File: config.mk
export PLATFORM = sky130hd
export DESIGN_NAME = aia_alarm_interrupt_aggregator
export DESIGN_NICKNAME = d
export VERILOG_FILES = /design/src/verilog/aia_pkg.sv /design/src/verilog/aia_alarm_interrupt_aggregator.sv
export VERILOG_INCLUDE_DIRS = /design/src /design/src/verilog
export SDC_FILE = /design/constraint.sdc
export NUM_CORES = 1
export LEC_CHECK = 0
export BUFFER_PORTS_ARGS = -buffer_cell sky130_fd_sc_hd__buf_4
export CAP_MARGIN = 20
export CORE_MARGIN = 4
export CORE_UTILIZATION = 54
export CTS_CLUSTER_DIAMETER = 150
export CTS_CLUSTER_SIZE = 30
export DETAILED_ROUTE_END_ITERATION = 16
export PLACE_DENSITY = 0.87
export SYNTH_ARGS = -nofsm -noshare
export SYNTH_HDL_FRONTEND = slang
export SYNTH_SLANG_ARGS = --single-unit
File: constraint.sdc
create_clock -name i_clk -period 3.7 [get_ports i_clk]
set_clock_uncertainty 0.1 [all_clocks]
set_input_delay 0.185 -clock i_clk [delete_from_list [all_inputs] [get_ports i_clk]]
set_output_delay 0.185 -clock i_clk [all_outputs]
set_load 0.02 [all_outputs]
File: src/verilog/aia_defs.svh
// register indices, field positions and reset values of the alarm interrupt aggregator
// assumes 32-bit apb data with one register per aligned word (byte address = index * 4)
`ifndef AIA_DEFS_SVH
`define AIA_DEFS_SVH
// ----------------------------------------------------------------
// register indices
// ----------------------------------------------------------------
`define AIA_IDX_CTRL 10'h014
`define AIA_IDX_CPU_MASK 10'h016
`define AIA_IDX_RX_MASK 10'h017
`define AIA_IDX_TXF_MASK 10'h018
`define AIA_IDX_TRF_MASK 10'h019
`define AIA_IDX_SUMMARY 10'h020
`define AIA_IDX_MASTER 10'h021
`define AIA_IDX_A_ALM0 10'h022
`define AIA_IDX_A_ALM1 10'h024
`define AIA_IDX_B_ALM0 10'h026
`define AIA_IDX_B_ALM1 10'h028
// ----------------------------------------------------------------
// field positions and reset values
// ----------------------------------------------------------------
`define AIA_HW_IRQ_EN_BIT 0
`define AIA_CPU_EN_BIT 0
`define AIA_SUM_BIT 7
`define AIA_EXT_BIT 6
`define AIA_FIRST_BIT 5
`define AIA_SECOND_BIT 4
`define AIA_TX_ALM_LSB 4
`define AIA_EMBEDDED_OVERHEAD_PROCESSOR_BIT_HI 7
`define AIA_EMBEDDED_OVERHEAD_PROCESSOR_BIT_MID 6
`define AIA_EMBEDDED_OVERHEAD_PROCESSOR_BIT_LO 4
`define AIA_MASK_RST 8'h00
`define AIA_MASTER_RST 7'h00
`define AIA_ALM_RST 8'h00
`endif

File: src/verilog/aia_pkg.sv
// types shared by the alarm interrupt aggregator
// assumes port alarm inputs are already latched by their own registers
package aia_pkg;
  // ----------------------------------------------------------------
  // latched alarms of one port
  // ----------------------------------------------------------------
  typedef struct packed {
    logic rx_first;
    logic rx_second;
    logic first_remote_fail;
    logic second_remote_fail;
    logic tx_buf_err_first;
    logic tx_buf_err_second;
    logic tx_alarm;
    logic rx_buf_err;
  } aia_port_alarm_type;
  typedef logic [3:0][7:0] aia_side_alarm_type;
endpackage : aia_pkg

File: src/verilog/aia_alarm_interrupt_aggregator.sv
// alarm interrupt aggregator: masks, side alarm latches, summary register and irq lead
// assumes an apb master on i_clk and alarm inputs synchronous to i_clk
//
// Overview of operation
// summary bit 7 is set while any latched alarm has its masks enabled
// summary bit 6 shows external clock failure, only with its enable set
// summary bit 5 shows first-side alarm bits 2..0, gated by first-side enable
// summary bit 4 shows second-side alarm bits 2..0, gated by second-side enable
// summary bits 3..0 flag ports 4..1, each gated by its master enable
// a port bit needs an alarm whose second-level mask bit is also set, except the remote fail alarms, which need none
// cpu mask bit 0 lets overhead processor alarms raise flag and lead
// software writes zero to cpu mask bits 7..1
// receive mask odd bits enable first-side receive alarms per port
// receive mask even bits enable second-side receive alarms per port
// transmit buffer mask odd bits enable first-side buffer errors per port
// transmit buffer mask even bits enable second-side buffer errors per port
// bits 7..4 of the fifo mask enable transmit alarms of ports 4..1
// bits 3..0 of the fifo mask enable receive buffer errors of ports 4..1
// remote fail alarms interrupt even with receive mask bits at zero
// the irq lead is driven only while the hardware enable bit is 1
// hardware irq enable is bit 0 of the control register
// master mask holds ext clock, side and port enables in bits 6..0
// side alarm registers latch live status until software clears them
// summary is read-only and follows masked alarms without its own state
// every mask clears to zero at reset
//
// Design decision made here: register access over APB.
`timescale 1ns/100ps
`include "aia_defs.svh"
module aia_alarm_interrupt_aggregator import aia_pkg::*; #(
  parameter int ADDR_W = 12
) (
  input wire logic i_clk,
  input wire logic i_nrst,
  input wire logic i_psel,
  input wire logic i_penable,
  input wire logic i_pwrite,
  input wire logic [ADDR_W-1:0] i_paddr,
  input wire logic [31:0] i_pwdata,
  input wire aia_port_alarm_type [3:0] i_port_alarm,
  input wire logic i_ext_clock_fail_alarm,
  input wire aia_side_alarm_type i_side_live,
  output logic [31:0] o_prdata,
  output logic o_pready,
  output logic o_pslverr,
  output logic o_interrupt_request_lead,
  output logic o_software_summary_flag
);
  // ----------------------------------------------------------------
  // register state
  // ----------------------------------------------------------------
  logic ctrl_q, ctrl_d;
  logic cpu_en_q, cpu_en_d;
  logic [7:0] rx_mask_q, rx_mask_d;
  logic [7:0] txf_mask_q, txf_mask_d;
  logic [7:0] trf_mask_q, trf_mask_d;
  logic [6:0] master_q, master_d;
  aia_side_alarm_type alm_q, alm_d;
  logic [31:0] prdata_q, prdata_d;
  logic pready_q, pready_d;
  logic pslverr_q, pslverr_d;
  logic irq_q, irq_d;
  logic flag_q, flag_d;
  logic [7:0] summary;
  logic [3:0] port_hit;
  logic first_hit, second_hit, ext_hit, embedded_overhead_processor_hit;
  logic setup, wr_en;
  logic [3:0] side_hit;

  // byte address of a register index
  function automatic logic [ADDR_W-1:0] reg_addr(input logic [9:0] i);
    reg_addr = ADDR_W'({i, 2'b00});
  endfunction : reg_addr

  // a latched side alarm register that matches the address
  function automatic logic [3:0] side_sel(input logic [ADDR_W-1:0] a);
    side_sel = {a == reg_addr(`AIA_IDX_B_ALM1), a == reg_addr(`AIA_IDX_B_ALM0),
                a == reg_addr(`AIA_IDX_A_ALM1), a == reg_addr(`AIA_IDX_A_ALM0)};
  endfunction : side_sel

  // ----------------------------------------------------------------
  // per-port gating
  // ----------------------------------------------------------------
  generate
    for (genvar p = 0; p < 4; p++) begin : g_port
      always_comb begin
        port_hit[p] = master_q[p] & (
          (i_port_alarm[p].rx_first & rx_mask_q[2*p+1]) |
          (i_port_alarm[p].rx_second & rx_mask_q[2*p]) |
          i_port_alarm[p].first_remote_fail |
          i_port_alarm[p].second_remote_fail |
          (i_port_alarm[p].tx_buf_err_first & txf_mask_q[2*p+1]) |
          (i_port_alarm[p].tx_buf_err_second & txf_mask_q[2*p]) |
          (i_port_alarm[p].tx_alarm & trf_mask_q[`AIA_TX_ALM_LSB+p]) |
          (i_port_alarm[p].rx_buf_err & trf_mask_q[p]));
      end
    end
  endgenerate

  // ----------------------------------------------------------------
  // summary indication, no state of its own
  // ----------------------------------------------------------------
  always_comb begin
    ext_hit = master_q[`AIA_EXT_BIT] & i_ext_clock_fail_alarm;
    first_hit = master_q[`AIA_FIRST_BIT] & (|{alm_q[0][2:0], alm_q[1][2:0]});
    second_hit = master_q[`AIA_SECOND_BIT] & (|{alm_q[2][2:0], alm_q[3][2:0]});
    embedded_overhead_processor_hit = cpu_en_q & (alm_q[3][`AIA_EMBEDDED_OVERHEAD_PROCESSOR_BIT_HI] | alm_q[3][`AIA_EMBEDDED_OVERHEAD_PROCESSOR_BIT_MID] |
                           alm_q[3][`AIA_EMBEDDED_OVERHEAD_PROCESSOR_BIT_LO]);
    summary[6:0] = {ext_hit, first_hit, second_hit, port_hit};
    summary[`AIA_SUM_BIT] = (|summary[6:0]) | embedded_overhead_processor_hit;
  end

  // ----------------------------------------------------------------
  // apb slave, answers in the first access cycle
  // ----------------------------------------------------------------
  always_comb begin
    setup = i_psel & ~i_penable;
    wr_en = i_psel & i_penable & pready_q & i_pwrite & ~pslverr_q;
    pready_d = setup;
    pslverr_d = 1'b0;
    prdata_d = prdata_q;
    if (setup) begin
      prdata_d = 32'h0000_0000;
      unique case (i_paddr)
        reg_addr(`AIA_IDX_CTRL): prdata_d[`AIA_HW_IRQ_EN_BIT] = ctrl_q;
        reg_addr(`AIA_IDX_CPU_MASK): prdata_d[`AIA_CPU_EN_BIT] = cpu_en_q;
        reg_addr(`AIA_IDX_RX_MASK): prdata_d[7:0] = rx_mask_q;
        reg_addr(`AIA_IDX_TXF_MASK): prdata_d[7:0] = txf_mask_q;
        reg_addr(`AIA_IDX_TRF_MASK): prdata_d[7:0] = trf_mask_q;
        reg_addr(`AIA_IDX_SUMMARY): prdata_d[7:0] = summary;
        reg_addr(`AIA_IDX_MASTER): prdata_d[6:0] = master_q;
        reg_addr(`AIA_IDX_A_ALM0): prdata_d[7:0] = alm_q[0];
        reg_addr(`AIA_IDX_A_ALM1): prdata_d[7:0] = alm_q[1];
        reg_addr(`AIA_IDX_B_ALM0): prdata_d[7:0] = alm_q[2];
        reg_addr(`AIA_IDX_B_ALM1): prdata_d[7:0] = alm_q[3];
        default: pslverr_d = 1'b1;
      endcase
    end
  end

  // ----------------------------------------------------------------
  // register writes and alarm latches
  // ----------------------------------------------------------------
  always_comb begin
    side_hit = side_sel(i_paddr);
    ctrl_d = ctrl_q;
    cpu_en_d = cpu_en_q;
    rx_mask_d = rx_mask_q;
    txf_mask_d = txf_mask_q;
    trf_mask_d = trf_mask_q;
    master_d = master_q;
    if (wr_en) begin
      unique case (i_paddr)
        reg_addr(`AIA_IDX_CTRL): ctrl_d = i_pwdata[`AIA_HW_IRQ_EN_BIT];
        // upper bits are unused and not stored
        reg_addr(`AIA_IDX_CPU_MASK): cpu_en_d = i_pwdata[`AIA_CPU_EN_BIT];
        reg_addr(`AIA_IDX_RX_MASK): rx_mask_d = i_pwdata[7:0];
        reg_addr(`AIA_IDX_TXF_MASK): txf_mask_d = i_pwdata[7:0];
        reg_addr(`AIA_IDX_TRF_MASK): trf_mask_d = i_pwdata[7:0];
        reg_addr(`AIA_IDX_MASTER): master_d = i_pwdata[6:0];
        default: ;
      endcase
    end
    // write one to clear; a live alarm in the same cycle wins so none is lost
    for (int s = 0; s < 4; s++) begin
      alm_d[s] = alm_q[s] | i_side_live[s];
      if (wr_en && side_hit[s]) begin
        alm_d[s] = (alm_q[s] & ~i_pwdata[7:0]) | i_side_live[s];
      end
    end
    irq_d = ctrl_q & summary[`AIA_SUM_BIT];
    flag_d = summary[`AIA_SUM_BIT];
  end

  always_ff @(posedge i_clk or negedge i_nrst) begin
    if (!i_nrst) begin
      ctrl_q <= 1'b0;
      cpu_en_q <= 1'b0;
      rx_mask_q <= `AIA_MASK_RST;
      txf_mask_q <= `AIA_MASK_RST;
      trf_mask_q <= `AIA_MASK_RST;
      master_q <= `AIA_MASTER_RST;
      alm_q <= {4{`AIA_ALM_RST}};
      prdata_q <= 32'h0000_0000;
      pready_q <= 1'b0;
      pslverr_q <= 1'b0;
      irq_q <= 1'b0;
      flag_q <= 1'b0;
    end else begin
      ctrl_q <= ctrl_d;
      cpu_en_q <= cpu_en_d;
      rx_mask_q <= rx_mask_d;
      txf_mask_q <= txf_mask_d;
      trf_mask_q <= trf_mask_d;
      master_q <= master_d;
      alm_q <= alm_d;
      prdata_q <= prdata_d;
      pready_q <= pready_d;
      pslverr_q <= pslverr_d;
      irq_q <= irq_d;
      flag_q <= flag_d;
    end
  end

  assign o_prdata = prdata_q;
  assign o_pready = pready_q;
  assign o_pslverr = pslverr_q;
  assign o_interrupt_request_lead = irq_q;
  assign o_software_summary_flag = flag_q;

  // ----------------------------------------------------------------
  // checks
  // ----------------------------------------------------------------
  a_irq_needs_enable: assert property (
    @(posedge i_clk) disable iff (!i_nrst)
    o_interrupt_request_lead |-> $past(ctrl_q))
    else $error("irq lead high without hardware enable");

  a_irq_follows_sum: assert property (
    @(posedge i_clk) disable iff (!i_nrst)
    (ctrl_q && summary[`AIA_SUM_BIT]) |=> o_interrupt_request_lead)
    else $error("irq lead missed an enabled summary");

  a_flag_tracks_sum: assert property (
    @(posedge i_clk) disable iff (!i_nrst)
    ##1 o_software_summary_flag == $past(|summary[6:0] | embedded_overhead_processor_hit))
    else $error("summary flag does not follow masked alarms");

  a_ext_gated: assert property (
    @(posedge i_clk) disable iff (!i_nrst)
    !master_q[`AIA_EXT_BIT] |-> !summary[`AIA_EXT_BIT])
    else $error("ext clock indication with enable clear");

  a_first_side: assert property (
    @(posedge i_clk) disable iff (!i_nrst)
    (master_q[`AIA_FIRST_BIT] && alm_q[1][2]) |-> summary[`AIA_FIRST_BIT])
    else $error("first-side alarm not indicated");

  a_second_side: assert property (
    @(posedge i_clk) disable iff (!i_nrst)
    (master_q[`AIA_SECOND_BIT] && alm_q[2][0]) |-> summary[`AIA_SECOND_BIT])
    else $error("second-side alarm not indicated");

  a_port_master: assert property (
    @(posedge i_clk) disable iff (!i_nrst)
    (summary[3:0] & ~master_q[3:0]) == 4'h0)
    else $error("port indication with master enable clear");

  a_embedded_overhead_processor_gated: assert property (
    @(posedge i_clk) disable iff (!i_nrst)
    (!cpu_en_q && summary[6:0] == 7'h00) |-> !summary[`AIA_SUM_BIT])
    else $error("processor alarm passed a clear mask");

  a_remote_fail: assert property (
    @(posedge i_clk) disable iff (!i_nrst)
    (master_q[0] && i_port_alarm[0].first_remote_fail) |-> summary[0])
    else $error("remote fail alarm blocked");

  a_latch_holds: assert property (
    @(posedge i_clk) disable iff (!i_nrst)
    (alm_q[0][0] && !(wr_en && side_hit[0])) |=> alm_q[0][0])
    else $error("latched alarm lost without a clear");

  a_pready_single: assert property (
    @(posedge i_clk) disable iff (!i_nrst)
    o_pready |=> !o_pready)
    else $error("pready held longer than one cycle");

  a_rx_first_mask: assert property (
    @(posedge i_clk) disable iff (!i_nrst)
    (master_q[0] && rx_mask_q[1] && i_port_alarm[0].rx_first) |-> summary[0])
    else $error("first-side receive alarm not indicated");

  a_rx_second_mask: assert property (
    @(posedge i_clk) disable iff (!i_nrst)
    (master_q[3] && rx_mask_q[6] && i_port_alarm[3].rx_second) |-> summary[3])
    else $error("second-side receive alarm not indicated");

  a_txbuf_first_mask: assert property (
    @(posedge i_clk) disable iff (!i_nrst)
    (master_q[1] && txf_mask_q[3] && i_port_alarm[1].tx_buf_err_first) |-> summary[1])
    else $error("first-side transmit buffer error not indicated");

  a_txbuf_second_mask: assert property (
    @(posedge i_clk) disable iff (!i_nrst)
    (master_q[2] && txf_mask_q[4] && i_port_alarm[2].tx_buf_err_second) |-> summary[2])
    else $error("second-side transmit buffer error not indicated");

  a_tx_alarm_mask: assert property (
    @(posedge i_clk) disable iff (!i_nrst)
    (master_q[3] && trf_mask_q[7] && i_port_alarm[3].tx_alarm) |-> summary[3])
    else $error("transmit alarm not indicated");

  a_rxbuf_err_mask: assert property (
    @(posedge i_clk) disable iff (!i_nrst)
    (master_q[0] && trf_mask_q[0] && i_port_alarm[0].rx_buf_err) |-> summary[0])
    else $error("receive buffer error not indicated");

  a_port_quiet: assert property (
    @(posedge i_clk) disable iff (!i_nrst)
    (i_port_alarm[0] == '0) |-> !summary[0])
    else $error("port indication without any port alarm");

  a_flag_falls: assert property (
    @(posedge i_clk) disable iff (!i_nrst)
    !summary[`AIA_SUM_BIT] |=> !o_software_summary_flag)
    else $error("summary flag stayed high after alarms cleared");

  a_lead_falls: assert property (
    @(posedge i_clk) disable iff (!i_nrst)
    !summary[`AIA_SUM_BIT] |=> !o_interrupt_request_lead)
    else $error("irq lead stayed high after alarms cleared");
endmodule : aia_alarm_interrupt_aggregator

After elaboration in Yosys (flattened, before gate mapping)
Index checks and enable logic that the tools add are counted.
Storage, ports and cells
  word-level logic and storage cells: 133
  bits in registers: 77
  output and inout port bits: 36
  input port bits: 114
Operators by class
  muxes and demuxes: 9
  eq/ne operators: 11
  reductions and logical operators: 14
  bitwise gates (word level): 84
Operators with widths (count)
  == test 12 x 8 -> 1 bit (second input constant): 6
  OR 8 bit: 8
  == test 12 x 7 -> 1 bit (second input constant): 5
  case mux 6 bit (9 select lines): 1
  AND 1 bit: 38
  AND 8 bit: 4
  two-way mux 8 bit: 4
  OR 1 bit: 31
  AND reduction 2 bit: 6
  OR reduction 6 bit: 2
  case mux 1 bit (11 select lines): 1
  OR reduction 11 bit: 1
  inverter 8 bit: 1
  case mux 1 bit (8 select lines): 1
  OR reduction 7 bit: 1
  logical AND 1 bit: 4
  two-way mux 1 bit: 2
  inverter 1 bit: 2

Logic depth before layout (Yosys ltp)
Gate-level depths: netlist (run 1).
  depth in word-level cells: 12
  depth in mapped cells: 7
  depth with buffers taken out: 5

Worst setup path before layout (run 1)
OpenSTA, ideal clock, no wires.
  path type: in2reg
  start: input port i_paddr[1]
  end: register alm_q[16] in the netlist's numbering
  slack: 1.643 ns
  data arrival time: 1.839 ns
  stages on the path: 6
  path buffers: 1
  data required time: 3.482 ns
  library setup time: 0.118 ns
  cell sequence: buf_2 -> or4b_1 -> or4_4 -> nor3_4 -> nand2_1 -> a21o_1
RTL lines
  start: declaration: line aia_alarm_interrupt_aggregator.sv:38  | input wire logic [ADDR_W-1:0] i_paddr,
  end signal: assignment: line aia_alarm_interrupt_aggregator.sv:183  | alm_q <= {4{`AIA_ALM_RST}};
  end signal: assignment: line aia_alarm_interrupt_aggregator.sv:196  | alm_q <= alm_d;
  end: declaration: line aia_alarm_interrupt_aggregator.sv:58  | aia_side_alarm_type alm_q, alm_d;

Final worst setup path (run 1)
  start: register pslverr_q (netlist: o_pslverr)
  end: register txf_mask_q[4]
Between the ends
  longest elaborated chain between the ends: 3
Ends and longest elaborated chain
  start: declaration: line aia_alarm_interrupt_aggregator.sv:61  | logic pslverr_q, pslverr_d;
  start signal: assignment: line aia_alarm_interrupt_aggregator.sv:199  | pslverr_q <= pslverr_d;
  inverter 1 bit: line aia_alarm_interrupt_aggregator.sv:118  | wr_en = i_psel & i_penable & pready_q & i_pwrite & ~pslverr_q;
  AND 1 bit: line aia_alarm_interrupt_aggregator.sv:118
  AND reduction 2 bit (no source line)
  end signal: assignment: line aia_alarm_interrupt_aggregator.sv:180  | txf_mask_q <= `AIA_MASK_RST;
  end signal: assignment: line aia_alarm_interrupt_aggregator.sv:193  | txf_mask_q <= txf_mask_d;
  end: declaration: line aia_alarm_interrupt_aggregator.sv:55  | logic [7:0] txf_mask_q, txf_mask_d;
No other way between the ends.
A chain may end at the register's enable or synchronous reset.

==> metrics.txt, run 1 <==
RSZ-0062 raised after global routing=false; largest net degree at the start of global routing=78; gpl congestion=0.979; final antenna-violating net count=0; die height=96.2 um; utilization after layout=74.2%; via count=3996; VDD IR-drop max=0.000270 V; Worst Setup End Kind=register; Post-Layout Cell Count=640; Setup Fix Bufs, Post-CTS=0; Hold WC Path Type=in2reg; First-pass DRT Iterations=8; Synth area leader=dfrtp_1; Slew Limit Fails=0; Filler Cells Inserted=553; Post-Syn Area per Cell=10.5 um2; Leak=2.33 nW; Worst slew margin=36.4%; Post-Syn Area=4200 um2; predominant post-synthesis flop cell=dfrtp_1; share of layout cells above drive strength 1=30.9%; Synth cell types=59; count of hold-fix buffers inserted at cts=33; Power Density=314 nW/um2; Ys Warns=0; design area=5500 um2; drc violations=0; Final Hold Vio Count=0; via/cell ratio=6.24; #FFs+latches synth=77; global route overflow=0; startpoint types=register; worst hold slack=0.0140 ns; Final Critical Period=2.42 ns; die area=9260 um2; First DRT Iteration DRCs=373; Worst-Margin Slew=0.944 ns; first-pass GRT wire length=22.0 mm; Layout area overhead=30.7%; PostCTS Resize Cnt=0; width of the die=96.2 um; share of synthesized registers carrying an async set or reset=100%; Area contributors post-synth=dfrtp_1, mux2_2, a21o_1, nand2_1, buf_4; TritonCTS Buffers=9; Setup Viol. Count Final=0; worst path arrival time=2.56 ns; outcome=finished, final reports clean; H-tree levels=3; crit share post-route=65.4%; CP peak stage delay=0.86 ns; Critical Path Fanout Max=8; Post-Route WL=14.5 mm; CP delay by family, top=simple AND/OR/NAND/NOR gates; clock tree root driver cell=clkbuf_8; Num Clock Sinks=77; Initial Util=56.7%; CTS tree=built; GRT Util Overall=32.8%; wire length per cell=22.7 um; Clock Pin Slew Worst Setup and Hold Paths=0.09 ns; Rows=31; DP HPWL=10.2 mm; crit path cell chain=nor2b_1 > nand4_1 > nor3_2 > mux2_2; placement-stage cell area=4960 um2; io pins=150; port bufs=101; EDFF count, synth=0; initial antenna violation count=0; Mapped Cells=401; share of the synthesized area in the top cell type=45.8%; Setup CP Type=reg2reg; CP bufs+invs=0; max capacitance violation total=0; CP max-delay cell=nor3_2; vias in the first global route=3998; Crit path required time=3.84 ns; Clock Path Buffers=2; Fin Setup TNS=0 ns; register area share after synthesis=45.8%; core area=7410 um2; f_max=413 MHz; Final Net Count=649; Clock Latency Late Sink=0.36 ns; post-placement cell count=590
==> state kept, by name, indices dropped and copies added, names as in the netlist <==
signal,cells
txf_mask_q,8
o_interrupt_request_lead,1
o_software_summary_flag,1
o_pslverr,1
ctrl_q,1
rx_mask_q,8
o_prdata,8
master_q,7
trf_mask_q,8
cpu_en_q,1
alm_q,32
o_pready,1
==> synthesized netlist by cell type, types with 4 or more instances <==
| cell type | instances |
|---|---|
| and2_1 | 4 |
| and3_1 | 5 |
| nor2_1 | 13 |
| dfrtp_1 | 77 |
| nand2_1 | 50 |
| a21o_1 | 32 |
| nor3_2 | 4 |
| a222oi_1 | 5 |
| a311oi_1 | 4 |
| nand4_1 | 7 |
| a21oi_1 | 6 |
| nand3_1 | 19 |
| a22oi_1 | 9 |
| a32oi_1 | 5 |
| o21ai_0 | 4 |
| nor3_1 | 6 |
| nor2b_1 | 4 |
| mux2i_1 | 7 |
| inv_1 | 6 |
| mux2_2 | 33 |
| clkbuf_1 | 8 |
| buf_4 | 24 |
| mux2_1 | 4 |
| a211oi_1 | 5 |
==> layout by cell type, fill, tap and decap left out, drive strengths merged, types with 2 or more instances in the layout <==
cell,n
a221oi,2
and3,5
and2,4
o31ai,2
nor4,5
buf,106
nand2,50
a222oi,5
o2111ai,2
nor3,12
nand4,7
inv,6
a22oi,9
o211a,3
dfrtp,77
o21ai,7
a32o,2
a211oi,5
a22o,2
a2111oi,3
nand2b,3
clkbuf,11
conb,24
dlygate4sd3,33
a311oi,4
mux2i,7
o2bb2ai,3
nand3b,3
a21oi,6
mux2,37
or4,4
a21o,32
a32oi,5
nor2,14
clkinv,3
nor2b,4
nand3,19
==> through the flow <==
stage,setup WS [ns],total power [mW]
2_1_floorplan,1.64,0.956
3_3_place_gp,1.09,1.06
3_5_place_dp,1.08,1.06
4_1_cts,1.31,1.73
5_1_grt,1.22,1.79
6_report,1.28,1.73
==> power breakdown <==
part	internal [mW]	switching, mW	total [mW]	leakage (nW)
Sequential	0.844	0.00240	0.847	0.904
Combinational	0.107	0.124	0.230	1.33
Clock	0.332	0.319	0.650	0.0995
Total	1.28	0.445	1.73	2.33
==> metal layers <==
metal	vias up	track usage (%)	wire, um
met4	0	10.7	304
li1	1736	-	-
met5	-	0	0
met2	275	55.4	7220
met1	1954	41.8	5470
met3	31	7.11	1520
==> logic make-up (layout without fill, tap and decap cells) <==
| group | after synthesis | in the layout | share of synthesized area, % |
|---|---|---|---|
| and+or+nand+nor | 135 | 135 | 17.6 |
| AOI/OAI and AO/OA | 98 | 98 | 18.2 |
| DFF | 77 | 77 | 45.8 |
| buffers and inverters | 45 | 161 | 6.46 |
| muxes | 44 | 44 | 11.6 |
| other | 1 | 25 | 0.0892 |
| xor gates and xnor gates | 1 | 1 | 0.208 |
==> path summary, 6_finish.rpt <==
| kind | endpoint | slack [ns] | depth (start not counted) | start |
|---|---|---|---|---|
| min in group asynchronous | alm_q[4] | 0.44 | 2 | i_nrst |
| worst min register to register | alm_q[15] | 0.38 | 1 | alm_q[15] |
| worst min-delay path | trf_mask_q[2] | 0.01 | 2 | i_pwdata[2] |
| max in group asynchronous | master_q[5] | 2.45 | 2 | i_nrst |
| worst max-delay path | txf_mask_q[4] | 1.28 | 4 | o_pslverr |
| worst max register to register | txf_mask_q[4] | 1.28 | 4 | o_pslverr |
==> area by class of cell <==
class / count / area, um2 / share of cell area [%]
Multi-Input combinational cell: 302 / 2090 / 38.1
Sequential cell: 77 / 1930 / 35.1
Timing Repair Buffer: 139 / 1130 / 20.5
Clock buffer: 11 / 141 / 2.57
Tap cell: 99 / 124 / 2.25
Clock inverter: 5 / 60.1 / 1.09
Inverter: 6 / 22.5 / 0.410
Antenna cell: 1 / 2.50 / 0.0455
(Power assumes the default switching activity.)
==> run 2, diff against run 1 <==
- CORE_UTILIZATION: 54 -> 50
- PLACE_DENSITY: 0.87 -> 0.81
- clock period: 3.7 -> 2.3 ns (I/O delays scaled with it)
==> metrics.txt, run 2 (synthesis gave the netlist of run 1 again) <==
outcome=finished, final reports clean; io pins=150 (unchanged); PostCTS Resize Cnt=0 (unchanged); M1 GR Usage=39.8% (-2.0 points); Fin Setup TNS=0 ns (unchanged); Post-Layout Cell Count=684 (+6.9%); Clock Path Buffers=2 (unchanged); First DRT Iteration DRCs=407 (+9.1%); ANT cells=0 (-1); DP HPWL=11.0 mm (+7.9%); Worst slew margin=42.1% (+5.8 points); Power Total=3.06 mW (+77%); post-placement cell count=628 (+6.4%); Setup Viol. Count Final=0 (unchanged); die height=99.7 um (+3.6%); startpoint types=register; GRT met2 Usage=50.3% (-5.1 points); Final Critical Period=2.05 ns (-0.368 ns); most frequent cells in the layout=buf_4, dfrtp_1, nand2_1, dlygate4sd3_1, mux2_2; Critical Path Fanout Max=5 (-3); Post-Route WL=14.9 mm (+2.9%); largest net degree at the start of global routing=49 (-37%); clock power share=42.4% (+4.7 points); Leak=2.56 nW (+9.7%); via count=4129 (+3.3%); commonest non-fill, non-tap cell in the layout=buf_4; via/cell ratio=6.04 (-3.3%); grt met3 use=5.33% (-1.8 points); Power Density=519 nW/um2 (+65%); Clock Pin Slew Worst Setup and Hold Paths=0.08 ns (about the same); Rows=33 (+6.5%); Crit path required time=2.44 ns (-1.40 ns); die area=9940 um2 (+7.3%); core area=8220 um2 (+11%); first-pass GRT wire length=22.8 mm (+3.4%); Clock Latency Late Sink=0.36 ns (about the same); Setup CP Type=reg2reg; Pint=2.29 mW (+78%); First-pass DRT Iterations=6 (-2); worst hold slack=0.0401 ns (+0.0261 ns); Setup Fix Bufs, Post-CTS=0 (unchanged); crit share post-route=89.2% (+24 points); wire length per cell=21.9 um (-3.7%); Worst-Margin Slew=0.858 ns (-0.0859 ns); Largest register FFs=32 (unchanged); vias in the first global route=4078 (+2.0%); CTS tree=built; Slew Limit Fails=0 (unchanged); TritonCTS Buffers=9 (unchanged); Final Hold Vio Count=0 (unchanged); Final Worst Setup Slack=0.248 ns (-1.03 ns); P_sw=0.771 mW (+73%); Final Net Count=688 (+6.0%); worst path arrival time=2.19 ns (-0.37 ns); width of the die=99.7 um (+3.6%); Largest Register=alm_q; Num Clock Sinks=77 (unchanged); share of layout cells above drive strength 1=34.4% (+3.4 points); Initial Util=51.2% (-5.6 points); Sequential Power Share=44.5% (-4.5 points); Hold WC Path Type=in2reg; clock tree root driver cell=clkbuf_8; VDD IR-drop max=0.000339 V (+26%); max capacitance violation total=0 (unchanged); H-tree levels=3 (unchanged); gpl congestion=1.00 (+2.4%); f_max=487 MHz (+18%); count of hold-fix buffers inserted at cts=40 (+21%); gr busiest metal=met2; Switching Fraction=25.2% (-0.52 points); global route overflow=0 (unchanged); Gate power share=13.1% (-0.2 points); final antenna-violating net count=0 (unchanged); GRT Util Overall=30.4% (-2.5 points); Worst Setup End Kind=register; port bufs=101 (unchanged); drc violations=0 (unchanged); Layout area overhead=40.2%; RSZ-0062 raised after global routing=false; Place WS=0.170 ns (-0.906 ns); initial antenna violation count=0 (unchanged)
==> run 2: cell count changes in the layout (fill, tap and decap cells not counted), sizes merged, moves of 2 or more <==
cell | previous run | this run
inv | 6 | 8
dlygate4sd3 | 33 | 40
buf | 106 | 138
bufinv | 1 | 3
clkinv | 3 | 1
==> run 2: per-stage QoR <==
step | util (%) | cell area, um2
after floorplan | - | 4290
after global placement | 63.8 | 5250
after detailed placement | 63.8 | 5250
after CTS | 71.7 | 5890
after global routing | 71.7 | 5890
final | 71.7 | 5890
==> run 2: area by class of cell <==
type	instances	area, um2
sequential	77	1930
fill	639	2320
clock inverter	6	119
tap	105	131
inverter	6	22.5
timing repair buffer	178	1470
clock buffer	10	128
multi-input combinational	302	2090
==> run 2: power groups by stage <==
| stage | clock network (mW) | registers (mW) | logic [mW] |
|---|---|---|---|
| 2_1_floorplan | 0 | 1.40 | 0.143 |
| 3_3_place_gp | 0 | 1.39 | 0.335 |
| 3_5_place_dp | 0 | 1.39 | 0.338 |
| 4_1_cts | 1.30 | 1.36 | 0.392 |
| 5_1_grt | 1.35 | 1.36 | 0.425 |
| 6_report | 1.30 | 1.36 | 0.399 |
==> run 2: final timing paths <==
kind                            slack (ns)             to        start  depth (start not counted)
worst max-delay path                  0.25  txf_mask_q[5]    o_pslverr                          5
max in group asynchronous             1.31    o_prdata[6]       i_nrst                          3
min in group asynchronous             0.20       alm_q[9]       i_nrst                          2
worst min register to register        0.39       alm_q[5]     alm_q[5]                          1
worst min-delay path                  0.04      alm_q[12]  i_pwdata[4]                          3
worst max register to register        0.25  txf_mask_q[5]    o_pslverr                          5
==> run 2: per-layer routing <==
| layer | up-vias | share of wire (%) |
|---|---|---|
| li1 | 1815 | - |
| met1 | 2022 | 40 |
| met2 | 247 | 48 |
| met3 | 45 | 8.2 |
| met4 | 0 | 3.6 |
| met5 | - | 0 |
==> run 2: critical path, cell delays in order, from the launching register on <==
cell and delay, ns:
dfrtp_1 0.38, nor2b_1 0.15, nand4_1 0.41, nor3_2 0.35, buf_4 0.20, mux2_2 0.35
==> run 3, diff against run 2 <==
- ABC_AREA: default -> 1
- CORE_UTILIZATION: 50 -> 51
- PLACE_DENSITY: 0.81 -> 0.82
==> metrics.txt, run 3 <==
Synth area leader=dfrtp_1; global route overflow=0 (unchanged); Setup Viol. Count Final=0 (unchanged); ANT cells=0 (unchanged); largest net degree at the start of global routing=41 (-16%); Clock Path Buffers=2 (unchanged); width of the die=101 um (+1.1%); worst hold slack=0.0372 ns (-0.00291 ns); DP HPWL=10.0 mm (-8.9%); Synth cell types=27 (-54%); max capacitance violation total=0 (unchanged); Crit path required time=2.44 ns (about the same); Slew Limit Fails=0 (unchanged); share of the synthesized area in the top cell type=43.9% (-2.0 points); Largest register FFs=32 (unchanged); final antenna-violating net count=0 (unchanged); io pins=150 (unchanged); First-pass DRT Iterations=5 (-1); share of synthesized registers carrying an async set or reset=100% (unchanged); outcome=finished, final reports clean; First DRT Iteration DRCs=302 (-26%); Critical Path Fanout Max=10 (+5); Clock Latency Late Sink=0.36 ns (about the same); Mapped Cells=611 (+52%); register area share after synthesis=43.9% (-2.0 points); die area=10200 um2 (+2.2%); most common cell in the netlist=nand2_1; Hold WC Path Type=in2reg; Layout area overhead=30.0%; commonest non-fill, non-tap cell in the layout=nand2_1; Final Net Count=867 (+26%); Initial Util=52.9% (+1.8 points); Post-Route WL=13.5 mm (-10%); first-pass GRT wire length=21.5 mm (-5.8%); Final Hold Vio Count=0 (unchanged); initial antenna violation count=0 (unchanged); drc violations=0 (unchanged); Post-Syn Area per Cell=7.19 um2 (-31%); Rows=33 (unchanged); Largest Register=alm_q; Setup CP Type=in2reg; CP startpoint=i_penable; P_sw=0.712 mW (-7.7%); Pint=2.01 mW (-12%); predominant post-synthesis flop cell=dfrtp_1; #FFs+latches synth=77 (unchanged); Worst-Margin Slew=0.522 ns (-0.336 ns); Clock Pin Slew Worst Setup and Hold Paths=0.09 ns (about the same); most frequent cells after synthesis=nand2_1, dfrtp_1, inv_1; worst reg2reg path startpoint=o_pready; most frequent cells in the layout=nand2_1, buf_4, dfrtp_1, inv_1, nor2_1; Leak=2.95 nW (+15%); Worst Setup End Kind=register; core area=8300 um2 (+1.0%); EDFF count, synth=0 (unchanged); clock power share=37.7% (-4.7 points); Fin Setup TNS=0 ns (unchanged); die height=101 um (+1.1%); vias in the first global route=4262 (+4.5%); crit share post-route=82.6% (-6.6 points); Power Density=478 nW/um2 (-8.0%); VDD IR-drop max=0.000325 V (-4.1%); gpl congestion=1.02 (+2.0%); Post-Syn Area=4390 um2 (+4.5%); wire length per cell=15.6 um (-29%); Filler Cells Inserted=709 (+11%); Gate power share=12.5% (-0.6 points); RSZ-0062 raised after global routing=false; Setup Fix Bufs, Post-CTS=0 (unchanged); CTS tree=built; TritonCTS Buffers=9 (unchanged); share of layout cells above drive strength 1=19.5% (-15 points); f_max=527 MHz (+8.1%); worst path arrival time=2.04 ns (-0.15 ns); Area contributors post-synth=dfrtp_1, nand2_1, inv_1, o21ai_0, nor2_1; Hold Path Origin=i_psel; Switching Fraction=26.1% (+0.88 points); Sequential Power Share=49.8% (+5.3 points); Num Clock Sinks=77 (unchanged); startpoint types=input pin; clock tree root driver cell=clkbuf_8; Final Critical Period=1.90 ns (-0.153 ns); Ys Warns=0 (unchanged); via count=4379 (+6.1%); via/cell ratio=5.07 (-16%); Worst slew margin=65.2% (+23 points); GRT Util Overall=28.0% (-2.3 points); port bufs=101 (unchanged); H-tree levels=3 (unchanged)
## run 3: metrics by stage
stage	area, um2	power, mW	util [%]	setup WS, ns	std cells
after floorplan	4480	1.52	-	0.784	634
after global placement	5160	1.67	62.1	0.523	811
after detailed placement	5160	1.67	62.1	0.450	811
after CTS	5710	2.73	68.8	0.471	863
after global routing	5710	2.81	68.8	0.309	863
final	5710	2.73	68.8	0.401	863
## run 3: what timing repair did
item	CTS	global route
gates resized for setup	0	0
hold endpoints to repair	81	0
hold buffers	36	0
endpoints found under the setup margin	0	0
## run 3: per-layer routing
metal / GRT usage, % / vias up / part of all wire [%]
met4: 11.8 / 0 / 3.9
met2: 46.6 / 199 / 48
met1: 35.9 / 1987 / 40
li1: - / 2159 / -
met3: 5.05 / 34 / 8.0
met5: 0 / - / 0
## run 3: area by class of cell
class	count	area, um2	area share (%)
inverter	77	289	5.06
sequential	77	1930	33.8
clock inverter	6	63.8	1.12
tap	105	131	2.30
clock buffer	10	128	2.24
timing repair buffer	139	1150	20.1
multi-input combinational	449	2020	35.4
## run 3: power groups by stage
stage | clock (mW) | sequential, mW | combinational (mW)
2_1_floorplan | 0 | 1.39 | 0.134
3_3_place_gp | 0 | 1.38 | 0.284
3_5_place_dp | 0 | 1.38 | 0.289
4_1_cts | 1.03 | 1.36 | 0.338
5_1_grt | 1.08 | 1.36 | 0.374
6_report | 1.03 | 1.36 | 0.341
## run 3: critical path: stages
cell           delay [ns]
dlygate4sd3_1        0.53
buf_4                0.11
nand4_1              0.15
nor2_4               0.35
nand3_1              0.37
o21ai_0              0.31
nand2_1              0.10
## run 3: cells by family after synthesis
family	share of synthesized area, %
AND/OR/NAND/NOR	34.9
buffers and inverters	12.0
flip-flops	43.9
AO/OA/AOI/OAI	8.83
multiplexers	0.256
other	0.0854
## run 3: path summary, 6_finish.rpt
kind	endpoint	slack (ns)	cells past startpoint
min	o_prdata[1]	0.04	5
max	alm_q[15]	0.40	7
min in group asynchronous	alm_q[6]	0.16	2
max reg2reg	alm_q[15]	0.41	5
min reg2reg	o_prdata[6]	0.39	2
max in group asynchronous	trf_mask_q[5]	1.34	3
